==> config.mk <==
export PLATFORM = sky130hd
export DESIGN_NAME = rotate_left_exec
export DESIGN_NICKNAME = d
export VERILOG_FILES = /design/src/rotate_left_pkg.sv /design/src/rot_if.sv /design/src/rotl_unit.sv /design/src/rotate_left_exec.sv
export SDC_FILE = /design/constraint.sdc
export NUM_CORES = 1
export LEC_CHECK = 0
export BUFFER_PORTS_ARGS = -buffer_cell sky130_fd_sc_hd__buf_2
export CAP_MARGIN = 20
export CORE_MARGIN = 2
export CORE_UTILIZATION = 46
export CTS_CLUSTER_SIZE = 40
export DETAILED_ROUTE_END_ITERATION = 6
export PLACE_DENSITY_LB_ADDON = 0.12
export SLEW_MARGIN = 20
export SYNTH_ARGS = -nofsm -noshare
export SYNTH_HDL_FRONTEND = slang
export SYNTH_SLANG_ARGS = --single-unit
==> constraint.sdc <==
create_clock -name i_mclk -period 1.7 [get_ports i_mclk]
set_input_delay 0.17 -clock i_mclk [delete_from_list [all_inputs] [get_ports i_mclk]]
set_output_delay 0.17 -clock i_mclk [all_outputs]
set_load 0.02 [all_outputs]
==> src/rotate_left_pkg.sv <==
package rotate_left_pkg;
  // -------------------------------------------------------------------
  // opcode fields
  // -------------------------------------------------------------------
  localparam logic [5:0] OPC_PLAIN      = 6'h11;
  localparam logic [5:0] OPC_THRU       = 6'h0d;
  localparam int         OPC_MSB        = 15;
  localparam int         OPC_LSB        = 10;
  localparam int         DEST_BIT       = 9;
  localparam int         ACC_BIT        = 8;
  // -------------------------------------------------------------------
  // addressing
  // -------------------------------------------------------------------
  localparam logic [7:0] INDEX_LIMIT    = 8'h5f;
  localparam logic [3:0] ACCESS_LO_BANK = 4'h0;
  localparam logic [3:0] ACCESS_HI_BANK = 4'hf;
  // -------------------------------------------------------------------
  // reset values, clock period and phase count
  // -------------------------------------------------------------------
  localparam logic [7:0]  RST_BYTE      = 8'h00;
  localparam logic [11:0] RST_ADDR      = 12'h000;
  localparam int          CLK_PERIOD_NS = 50;
  localparam int          PHASES        = 4;

  typedef enum logic [2:0] {
    ST_IDLE,
    ST_Q1,
    ST_Q2,
    ST_Q3,
    ST_Q4
  } phase_t;
endpackage

==> src/rot_if.sv <==
`timescale 1ns/10ps
interface rot_if;
  logic [7:0] opnd;
  logic       cin;
  logic       thru;
  logic [7:0] result;
  logic       cout;
  logic       neg;
  logic       zero;

  modport unit (
    input  opnd,
    input  cin,
    input  thru,
    output result,
    output cout,
    output neg,
    output zero
  );
  modport user (
    output opnd,
    output cin,
    output thru,
    input  result,
    input  cout,
    input  neg,
    input  zero
  );
endinterface

==> src/rotl_unit.sv <==
`timescale 1ns/10ps
module rotl_unit (
  rot_if.unit r
);
  logic [7:0] res;

  always_comb begin
    res      = {r.opnd[6:0], r.thru ? r.cin : r.opnd[7]};
    r.result = res;
    r.cout   = r.thru ? r.opnd[7] : r.cin;
    r.neg    = res[7];
    r.zero   = (res == 8'h00);
  end
endmodule

==> src/rotate_left_exec.sv <==
`timescale 1ns/10ps
module rotate_left_exec
  import rotate_left_pkg::*;
#(
  parameter int ADDR_W = 12
) (
  input  wire logic              i_mclk,
  input  wire logic              i_sys_rst,
  input  wire logic              i_ce,
  input  wire logic              i_instr_valid,
  input  wire logic [15:0]       i_instr,
  input  wire logic              i_ext_isa_en,
  input  wire logic [ADDR_W-9:0] i_bank_select_reg,
  input  wire logic [ADDR_W-1:0] i_index_base,
  input  wire logic              i_carry,
  input  wire logic [7:0]        i_mem_rdata,
  output logic                   o_busy,
  output logic                   o_illegal,
  output logic [ADDR_W-1:0]      o_mem_addr,
  output logic                   o_mem_rd,
  output logic                   o_mem_wr,
  output logic                   o_wreg_we,
  output logic [7:0]             o_result,
  output logic                   o_flags_we,
  output logic                   o_carry_we,
  output logic                   o_carry,
  output logic                   o_neg,
  output logic                   o_zero,
  output logic                   o_done
);
  // -------------------------------------------------------------------
  // captured instruction
  // -------------------------------------------------------------------
  phase_t            state_q;
  logic [7:0]        f_q;
  logic              dest_q;
  logic              acc_q;
  logic              plain_q;
  logic              idx_q;
  logic              cin_q;
  logic [7:0]        opnd_q;
  logic [ADDR_W-9:0] bank_q;
  logic [ADDR_W-1:0] base_q;
  logic [ADDR_W-1:0] addr_d;
  logic              is_plain;
  logic              is_thru;

  assign is_plain = (i_instr[OPC_MSB:OPC_LSB] == OPC_PLAIN);
  assign is_thru  = (i_instr[OPC_MSB:OPC_LSB] == OPC_THRU);

  rot_if rif ();

  assign rif.opnd = opnd_q;
  assign rif.cin  = cin_q;
  assign rif.thru = !plain_q;

  rotl_unit u_rot (
    .r (rif.unit)
  );

  // -------------------------------------------------------------------
  // phase sequencer
  // -------------------------------------------------------------------
  always_ff @(posedge i_mclk) begin
    if (i_sys_rst) begin
      state_q <= ST_IDLE;
    end else if (i_ce) begin
      case (state_q)
        ST_IDLE: begin
          if (i_instr_valid && (is_plain || is_thru)) begin
            state_q <= ST_Q1;
          end
        end
        ST_Q1:   state_q <= ST_Q2;
        ST_Q2:   state_q <= ST_Q3;
        ST_Q3:   state_q <= ST_Q4;
        default: state_q <= ST_IDLE;
      endcase
    end
  end

  always_ff @(posedge i_mclk) begin
    if (i_sys_rst) begin
      f_q     <= RST_BYTE;
      dest_q  <= 1'b1;
      acc_q   <= 1'b0;
      plain_q <= 1'b1;
    end else if (i_ce && state_q == ST_IDLE && i_instr_valid) begin
      f_q     <= i_instr[7:0];
      dest_q  <= i_instr[DEST_BIT];
      acc_q   <= i_instr[ACC_BIT];
      plain_q <= is_plain;
    end
  end

  // copies taken with the address, so the rotate and the checks use
  // the bank, base and carry of the decode phase
  always_ff @(posedge i_mclk) begin
    if (i_sys_rst) begin
      bank_q <= '0;
      base_q <= '0;
      cin_q  <= 1'b0;
      idx_q  <= 1'b0;
    end else if (i_ce && state_q == ST_Q1) begin
      bank_q <= i_bank_select_reg;
      base_q <= i_index_base;
      cin_q  <= i_carry;
      idx_q  <= i_ext_isa_en && !acc_q && (f_q <= INDEX_LIMIT);
    end
  end

  // -------------------------------------------------------------------
  // operand address
  // -------------------------------------------------------------------
  always_comb begin
    if (acc_q) begin
      addr_d = {i_bank_select_reg, f_q};
    end else if (i_ext_isa_en && f_q <= INDEX_LIMIT) begin
      addr_d = ADDR_W'(i_index_base + ADDR_W'(f_q));
    end else if (f_q <= INDEX_LIMIT) begin
      addr_d = ADDR_W'({ACCESS_LO_BANK, f_q});
    end else begin
      addr_d       = '1;
      addr_d[11:0] = {ACCESS_HI_BANK, f_q};
    end
  end

  always_ff @(posedge i_mclk) begin
    if (i_sys_rst) begin
      o_mem_addr <= ADDR_W'(RST_ADDR);
      o_mem_rd   <= 1'b0;
    end else if (i_ce) begin
      if (state_q == ST_Q1) begin
        o_mem_addr <= addr_d;
      end
      o_mem_rd <= (state_q == ST_Q1);
    end
  end

  // read data is taken at the edge that closes the read phase
  always_ff @(posedge i_mclk) begin
    if (i_sys_rst) begin
      opnd_q <= RST_BYTE;
    end else if (i_ce && state_q == ST_Q2) begin
      opnd_q <= i_mem_rdata;
    end
  end

  // -------------------------------------------------------------------
  // write back and flags
  // -------------------------------------------------------------------
  always_ff @(posedge i_mclk) begin
    if (i_sys_rst) begin
      o_result   <= RST_BYTE;
      o_mem_wr   <= 1'b0;
      o_wreg_we  <= 1'b0;
      o_flags_we <= 1'b0;
      o_carry_we <= 1'b0;
      o_carry    <= 1'b0;
      o_neg      <= 1'b0;
      o_zero     <= 1'b0;
      o_done     <= 1'b0;
    end else if (i_ce) begin
      if (state_q == ST_Q3) begin
        o_result <= rif.result;
        o_carry  <= rif.cout;
        o_neg    <= rif.neg;
        o_zero   <= rif.zero;
      end
      o_mem_wr   <= (state_q == ST_Q3) && dest_q;
      o_wreg_we  <= (state_q == ST_Q3) && !dest_q;
      o_flags_we <= (state_q == ST_Q3);
      o_carry_we <= (state_q == ST_Q3) && !plain_q;
      o_done     <= (state_q == ST_Q3);
    end
  end

  always_ff @(posedge i_mclk) begin
    if (i_sys_rst) begin
      o_busy    <= 1'b0;
      o_illegal <= 1'b0;
    end else if (i_ce) begin
      o_busy    <= (state_q == ST_IDLE) ? (i_instr_valid &&
                   (is_plain || is_thru)) : (state_q != ST_Q4);
      o_illegal <= (state_q == ST_IDLE) && i_instr_valid &&
                   !is_plain && !is_thru;
    end
  end

  // -------------------------------------------------------------------
  // checks
  // -------------------------------------------------------------------
  a_plain_rot: assert property (
    @(posedge i_mclk) disable iff (i_sys_rst)
    (state_q == ST_Q4 && plain_q) |->
      o_result == {opnd_q[6:0], opnd_q[7]})
    else $error("plain rotate result wrong");

  a_thru_rot: assert property (
    @(posedge i_mclk) disable iff (i_sys_rst)
    (state_q == ST_Q4 && !plain_q) |->
      (o_result == {opnd_q[6:0], cin_q} && o_carry == opnd_q[7]))
    else $error("carry rotate result wrong");

  a_carry_kept: assert property (
    @(posedge i_mclk) disable iff (i_sys_rst)
    o_flags_we |-> (o_carry_we == !plain_q))
    else $error("carry write on plain rotate");

  a_carry_echo: assert property (
    @(posedge i_mclk) disable iff (i_sys_rst)
    (o_flags_we && plain_q) |-> (!o_carry_we && o_carry == cin_q))
    else $error("plain rotate altered carry");

  a_nz_flags: assert property (
    @(posedge i_mclk) disable iff (i_sys_rst)
    o_flags_we |->
      (o_neg == o_result[7] && o_zero == (o_result == 8'h00)))
    else $error("negative or zero flag wrong");

  a_dest_sel: assert property (
    @(posedge i_mclk) disable iff (i_sys_rst)
    (state_q == ST_Q4) |->
      (o_mem_wr == dest_q && o_wreg_we == !dest_q))
    else $error("destination select wrong");

  a_bank_addr: assert property (
    @(posedge i_mclk) disable iff (i_sys_rst)
    (o_mem_rd && acc_q) |-> o_mem_addr == {bank_q, f_q})
    else $error("banked address wrong");

  a_indexed: assert property (
    @(posedge i_mclk) disable iff (i_sys_rst)
    (o_mem_rd && idx_q) |->
      o_mem_addr == ADDR_W'(base_q + {{(ADDR_W-8){1'b0}}, f_q}))
    else $error("indexed address wrong");

  a_phase_seq: assert property (
    @(posedge i_mclk) disable iff (i_sys_rst)
    (state_q == ST_Q1 && i_ce) ##1 i_ce ##1 i_ce |=>
      (state_q == ST_Q4 && o_done))
    else $error("phase sequence broken");

  a_decode: assert property (
    @(posedge i_mclk) disable iff (i_sys_rst)
    (i_ce && state_q == ST_IDLE && i_instr_valid &&
     i_instr[OPC_MSB:OPC_LSB] == OPC_PLAIN) |=>
      (state_q == ST_Q1 && plain_q))
    else $error("plain opcode not decoded");
endmodule

==> results of run 1 <==
[cell families (layout without fill, tap and decap cells)]
logic type | Yosys count | after routing
adders and majority gates | 9 | 9
AOI/OAI and AO/OA | 78 | 78
xor gates and xnor gates | 1 | 1
and+or+nand+nor | 144 | 144
DFF | 52 | 52
muxes | 11 | 11
buffers and inverters | 29 | 127
[power by group]
| part | internal [uW] | leakage [uW] | switching, uW | total [uW] |
|---|---|---|---|---|
| Clock | 447 | 0.0000600 | 439 | 886 |
| Combinational | 172 | 0.000984 | 203 | 375 |
| Sequential | 1240 | 0.000423 | 22.6 | 1260 |
[worst register-to-register path, cell delays in order (launching register included)]
cell	delay [ps]
dfxtp_2	360
ha_4	130
inv_2	30
fa_2	360
nor2b_4	160
buf_4	130
o21ai_1	80
and4_1	170
a2111oi_2	200
nor3_1	80
[registers in the layout (all words and copies together) (netlist names)]
register    cells
o_illegal       1
o_mem_wr        1
o_zero          1
state_q         3
o_carry_we      1
o_done          1
cin_q           1
o_result        8
plain_q         1
f_q             8
opnd_q          8
o_wreg_we       1
o_mem_rd        1
acc_q           1
dest_q          1
o_mem_addr     12
o_busy          1
o_carry         1
[how the worst max path moves through the flow]
stage	from	endpoint	cells after the start
after global placement	f_q[0]	o_mem_addr[6]	8
after global routing	f_q[0]	o_mem_addr[4]	9
after detailed placement	f_q[0]	o_mem_addr[6]	8
final	f_q[0]	o_mem_addr[4]	9
after CTS	f_q[0]	o_mem_addr[6]	8
after floorplan	f_q[0]	o_mem_addr[6]	8
[through the flow]
step / instances / util / worst slack, ps / hold slack (ps)
after global placement: 485 / 0.603 / -78.2 / 393
after floorplan: 324 / - / -17.7 / 279
after detailed placement: 485 / 0.603 / -130 / 394
after global routing: 494 / 0.634 / -203 / 84.7
final: 494 / 0.634 / -105 / 72.9
after CTS: 493 / 0.627 / -132 / 66.1
[area by class of cell]
class | instances | area (um^2) | area share
clock buffer | 5 | 68.8 | 0.0198
clock inverter | 3 | 46.3 | 0.0133
inverter | 11 | 41.3 | 0.0119
multi-input combinational | 243 | 1540 | 0.445
sequential | 52 | 1050 | 0.302
tap | 72 | 90.1 | 0.0259
timing repair buffer | 108 | 633 | 0.182
[cell usage in the layout (no fill, tap or decap), drive strengths merged, types with 3 or more instances in the layout]
cell type	Yosys	layout
and3	4	4
a21oi	41	41
nand3	8	8
nor2	35	35
inv	10	11
a211oi	7	7
buf	5	108
nor2b	5	5
ha	8	8
clkbuf	13	5
dfxtp	52	52
o2111ai	3	3
or3	4	4
nor3	9	9
a311oi	3	3
nand3b	5	5
nand2	52	52
o21ai	4	4
mux2i	11	11
nand4	4	4
o211ai	3	3
nor4	3	3
a21o	4	4
[routing by layer]
metal | global-route usage | up-vias | part of all wire
li1 | - | 1349 | -
met1 | 0.335 | 1206 | 0.47
met2 | 0.343 | 96 | 0.44
met3 | 0.0341 | 11 | 0.071
met4 | 0.0845 | 0 | 0.018
met5 | 0 | - | 0
[what timing repair did]
action,in CTS,in global routing
setup endpoints to repair,6,9
setup buffers,0,1
pin swaps,2,2
hold buffers,0,0
gates resized for setup,6,6
endpoints found under the hold margin,0,0
==> flow_summary.toml, run 1 <==
[yosys]
yosysWarnings = 0
ys.flop_type = "dfxtp_1"
synth_compound_area_frac = 0.193
synth-seq-area-share = 0.400
yosysTopAreaCell = "dfxtp_1"
synthesis.nets = 379
synth.avg_cell_area_um2 = 8.03
netlist_instances = 324
synth_area_mm2 = 0.00260
synth_mux_area_frac = 0.0423
synth_top_family_by_area = "simple AND/OR/NAND/NOR gates"
synth_commonest_cells = "dfxtp_1, nand2_1, a21oi_1, nor2_1, clkbuf_1"
synth-adder-area-share = 0.0462
ys_seq_elements = 52
synth_simple_gate_area_frac = 0.269
synthTopCellsByArea = "dfxtp_1, a21oi_1, nand2_1"
synth_top_cell_area_share = 0.400
synth_cell_types = 52
synth.most_common_cell = "dfxtp_1"
synth_xor_area_frac = 0.00337
synth_enable_flop_cells = 0
ys_async_sr_fraction = 0

[setup_path]
arrival_ps = 2020
critical-path-top-delay-family = "adder cells"
start_kind = "flop"
cp_cell_sequence = "ha_4, inv_2, fa_2, nor2b_4, buf_4, o21ai_1, and4_1, a2111oi_2, nor3_1"
cpPeakStageDelay_ps = 360
cp_max_fo = 2
critPathKind = "flop to flop"
critPathBufInv = 2
r2r_slack_ps = -100
endpoint_kind = "flop"
timing.rr.start = "f_q[0]"
ff2ff_path_depth = 9
slowest_stage = "dfxtp_2"
r2r_end = "o_mem_addr[4]"
worstPathRequired_ps = 1910

[timing]
maxSlewViolCount = 0
rsz0062_at_grt = "true"
worstMarginPinSlew_ps = 320
setup_viol = 6
period_needed_ps = 1800
fin_crit_sh = 1.06
timing.fmax_mhz = 554
fin_worst_skew_ps = 8.59
hold_viol = 0
worst_slack_ps = -105
relSlewSlack = 0.784
setup_tns_ps = -399

[grt]
grt_antenna_before_repair = 0
grt_max_degree = 56
gr-total-overflow = 0
grt_pass1_vias = 2450
grtUsageTotal = 0.230
grt_pass1_wl_um = 11400

[clock_tree]
cts_buffers = 5
cts_buffer_depth = 2
cts_tree = "yes"
clkSinkCount = 52
worstSkewPairLatency_ps = 320
clk_pin_slew_worst_paths_ps = 100
cts.root.buffer_cell = "clkbuf_8"
htree_levels = 2

[pwr]
powerDensity_mw_per_mm2 = 726
power_uw = 2520
ir_worst_vdd_mv = 0.483
power_leakage_uw = 0.00147

[layout]
fillers = 538
drive_gt1_frac = 0.332
diodes = 0
area_growth_pct = 33.4
nets = 476
postLayoutCellArea_mm2 = 0.00347

[placement]
gp_congestion = 0.874
dpl-instance-area_mm2 = 0.00330
place.port_buffers = 76
hpwlAfterDp_um = 5180

[worst_hold_path]
worstHoldPathType = "input port to flop"
hold_start = "i_instr[9]"
hold_end = "dest_q"
holdPathStages = 3

[outcome]
violations = "negative setup slack"
status = "complete, but fails checks"

[run]
max_cap_viol_count = 0

[die]
io_pins = 77
chipHeight_um = 79.2
die_width_um = 79.2
core_mm2 = 0.00547
dieArea_mm2 = 0.00628
start_util = 0.476
rows = 27

[routing]
vias = 2662
drc = 0
viasPerCell = 5.39
ant_nets = 0
post_drt_wl_per_cell_um = 14.1
wl_um = 6960
drtPass1Iterations = 4
drt_iter0_drc = 144
Power figures use the tool's default switching activity.
==> run 2, diff against run 1 <==
--- a/config.mk
+++ b/config.mk
@@ -12,6 +12,7 @@
 export CTS_CLUSTER_SIZE = 40
 export DETAILED_ROUTE_END_ITERATION = 6
 export PLACE_DENSITY_LB_ADDON = 0.12
+export SKIP_LAST_GASP = 1
 export SLEW_MARGIN = 20
 export SYNTH_ARGS = -nofsm -noshare
 export SYNTH_HDL_FRONTEND = slang
==> run 2 against run 1 <==
Net effect:
- the run still ends with negative setup slack left
- worst setup slack got worse by 6.4 ps
- largest power group unchanged
- sequential cell count unchanged
- global-route usage unchanged
- register-to-register slack about the same
==> flow_summary.toml, run 2 (synthesized netlist as in run 1, its figures left out) <==
[die]
rows = 27
io_pins = 77
die_width_um = 79.2
start_util = 0.476
chipHeight_um = 79.2
dieArea_mm2 = 0.00628
core_mm2 = 0.00547

[clock_tree]
clkSinkCount = 52
cts_buffers = 5
cts_hold_buf = 0
clk_pin_slew_worst_paths_ps = 100
htree_levels = 2
worstSkewPairLatency_ps = 320
cts_buffer_depth = 2
cts_tree = "yes"
cts.root.buffer_cell = "clkbuf_8"

[layout]
diodes = 0
nets = 476
final_cell_mix = "buf_2, nand2_1, dfxtp_1"
layout_commonest_cell = "buf_2"
fillers = 538
multi_input_comb_area_mm2 = 0.00154
fin_cells = 494
largest_register_ffs = 12
regArea_mm2 = 0.00105
drive_gt1_frac = 0.332
top_register = "o_mem_addr"
area_growth_pct = 33.4

[pwr]
power_uw = 2520
power_leakage_uw = 0.00147
ir_worst_vdd_mv = 0.486
powerDensity_mw_per_mm2 = 727

[routing]
drc = 0
drtPass1Iterations = 4
vias = 2662
ant_nets = 0
post_drt_wl_per_cell_um = 14.1
drt_iter0_drc = 166
viasPerCell = 5.39
wl_um = 6990

[setup_path]
endpoint_kind = "flop"
cp_max_fo = 2
critPathKind = "flop to flop"
start_kind = "flop"
worstPathRequired_ps = 1910
arrival_ps = 2020

[grt]
grt_antenna_before_repair = 0
grt_pass1_wl_um = 11400
grt_pass1_vias = 2450
grtUsageTotal = 0.230
grt_max_degree = 56
gr-total-overflow = 0

[timing]
holdWs_ps = 71.6
worstMarginPinSlew_ps = 323
fin_worst_skew_ps = 6.86
timing.fmax_mhz = 552
maxSlewViolCount = 0
setup_viol = 6
hold_viol = 0
worst_slack_ps = -111
fin_crit_sh = 1.07
relSlewSlack = 0.782
period_needed_ps = 1810
rsz0062_at_grt = "true"

[placement]
place.port_buffers = 76
placedCellCount = 485
gp_congestion = 0.874
dp_slack_ps = -130
hpwlAfterDp_um = 5180

[outcome]
violations = "negative setup slack"
status = "complete, but fails checks"

[worst_hold_path]
worstHoldPathType = "input port to flop"

[run]
max_cap_viol_count = 0
==> run 2: per-stage QoR <==
step | instance area [um^2] | TNS, ps | utilization
2_1_floorplan | 2660 | -23.2 | -
3_3_place_gp | 3300 | -241 | 0.603
3_5_place_dp | 3300 | -484 | 0.603
4_1_cts | 3430 | -304 | 0.627
5_1_grt | 3470 | -1190 | 0.634
6_report | 3470 | -408 | 0.634
==> run 2: where the power goes <==
group	leakage, uW	total (uW)	internal (uW)	switching [uW]
combinational	0.000986	375	172	203
clock	0.0000600	889	447	442
sequential	0.000423	1260	1240	22.4
total	0.00147	2520	1860	667
==> run 2: cell type report <==
cell class / instances / share of cell area
inverters: 11 / 0.0119
clock buffers: 5 / 0.0198
repair buffers: 108 / 0.182
flip-flops and latches: 52 / 0.302
well taps: 72 / 0.0259
multi-input cells: 243 / 0.445
clock inverters: 3 / 0.0133
==> run 2: path summary, 6_finish.rpt <==
check / cells past startpoint / startpoint / slack [ps] / end
setup / recovery: 9 / f_q[0] / -110 / o_mem_addr[4]
hold / removal: 3 / i_instr[9] / 70 / dest_q
setup reg to reg: 9 / f_q[0] / -110 / o_mem_addr[4]
hold reg to reg: 2 / o_result[5] / 460 / o_result[5]
==> run 2: worst max-delay path, cell delays in order, from the launching register on <==
cell       delay, ps
dfxtp_2          360
ha_4             130
inv_2             30
fa_2             360
nor2b_4          160
buf_4            130
o21ai_1           80
and4_1           180
a2111oi_2        200
nor3_1            80
==> run 2: metal layers <==
metal	up-vias	part of all wire	GRT usage
met2	95	0.45	0.343
met4	0	0.015	0.0845
met3	9	0.071	0.0341
li1	1348	-	-
met1	1210	0.47	0.335
met5	-	0	0
==> run 2: timing repair <==
item	in CTS	in global routing
setup buffers	0	1
endpoints found under the setup margin	6	9
pin swaps	2	1
resized for setup	6	6
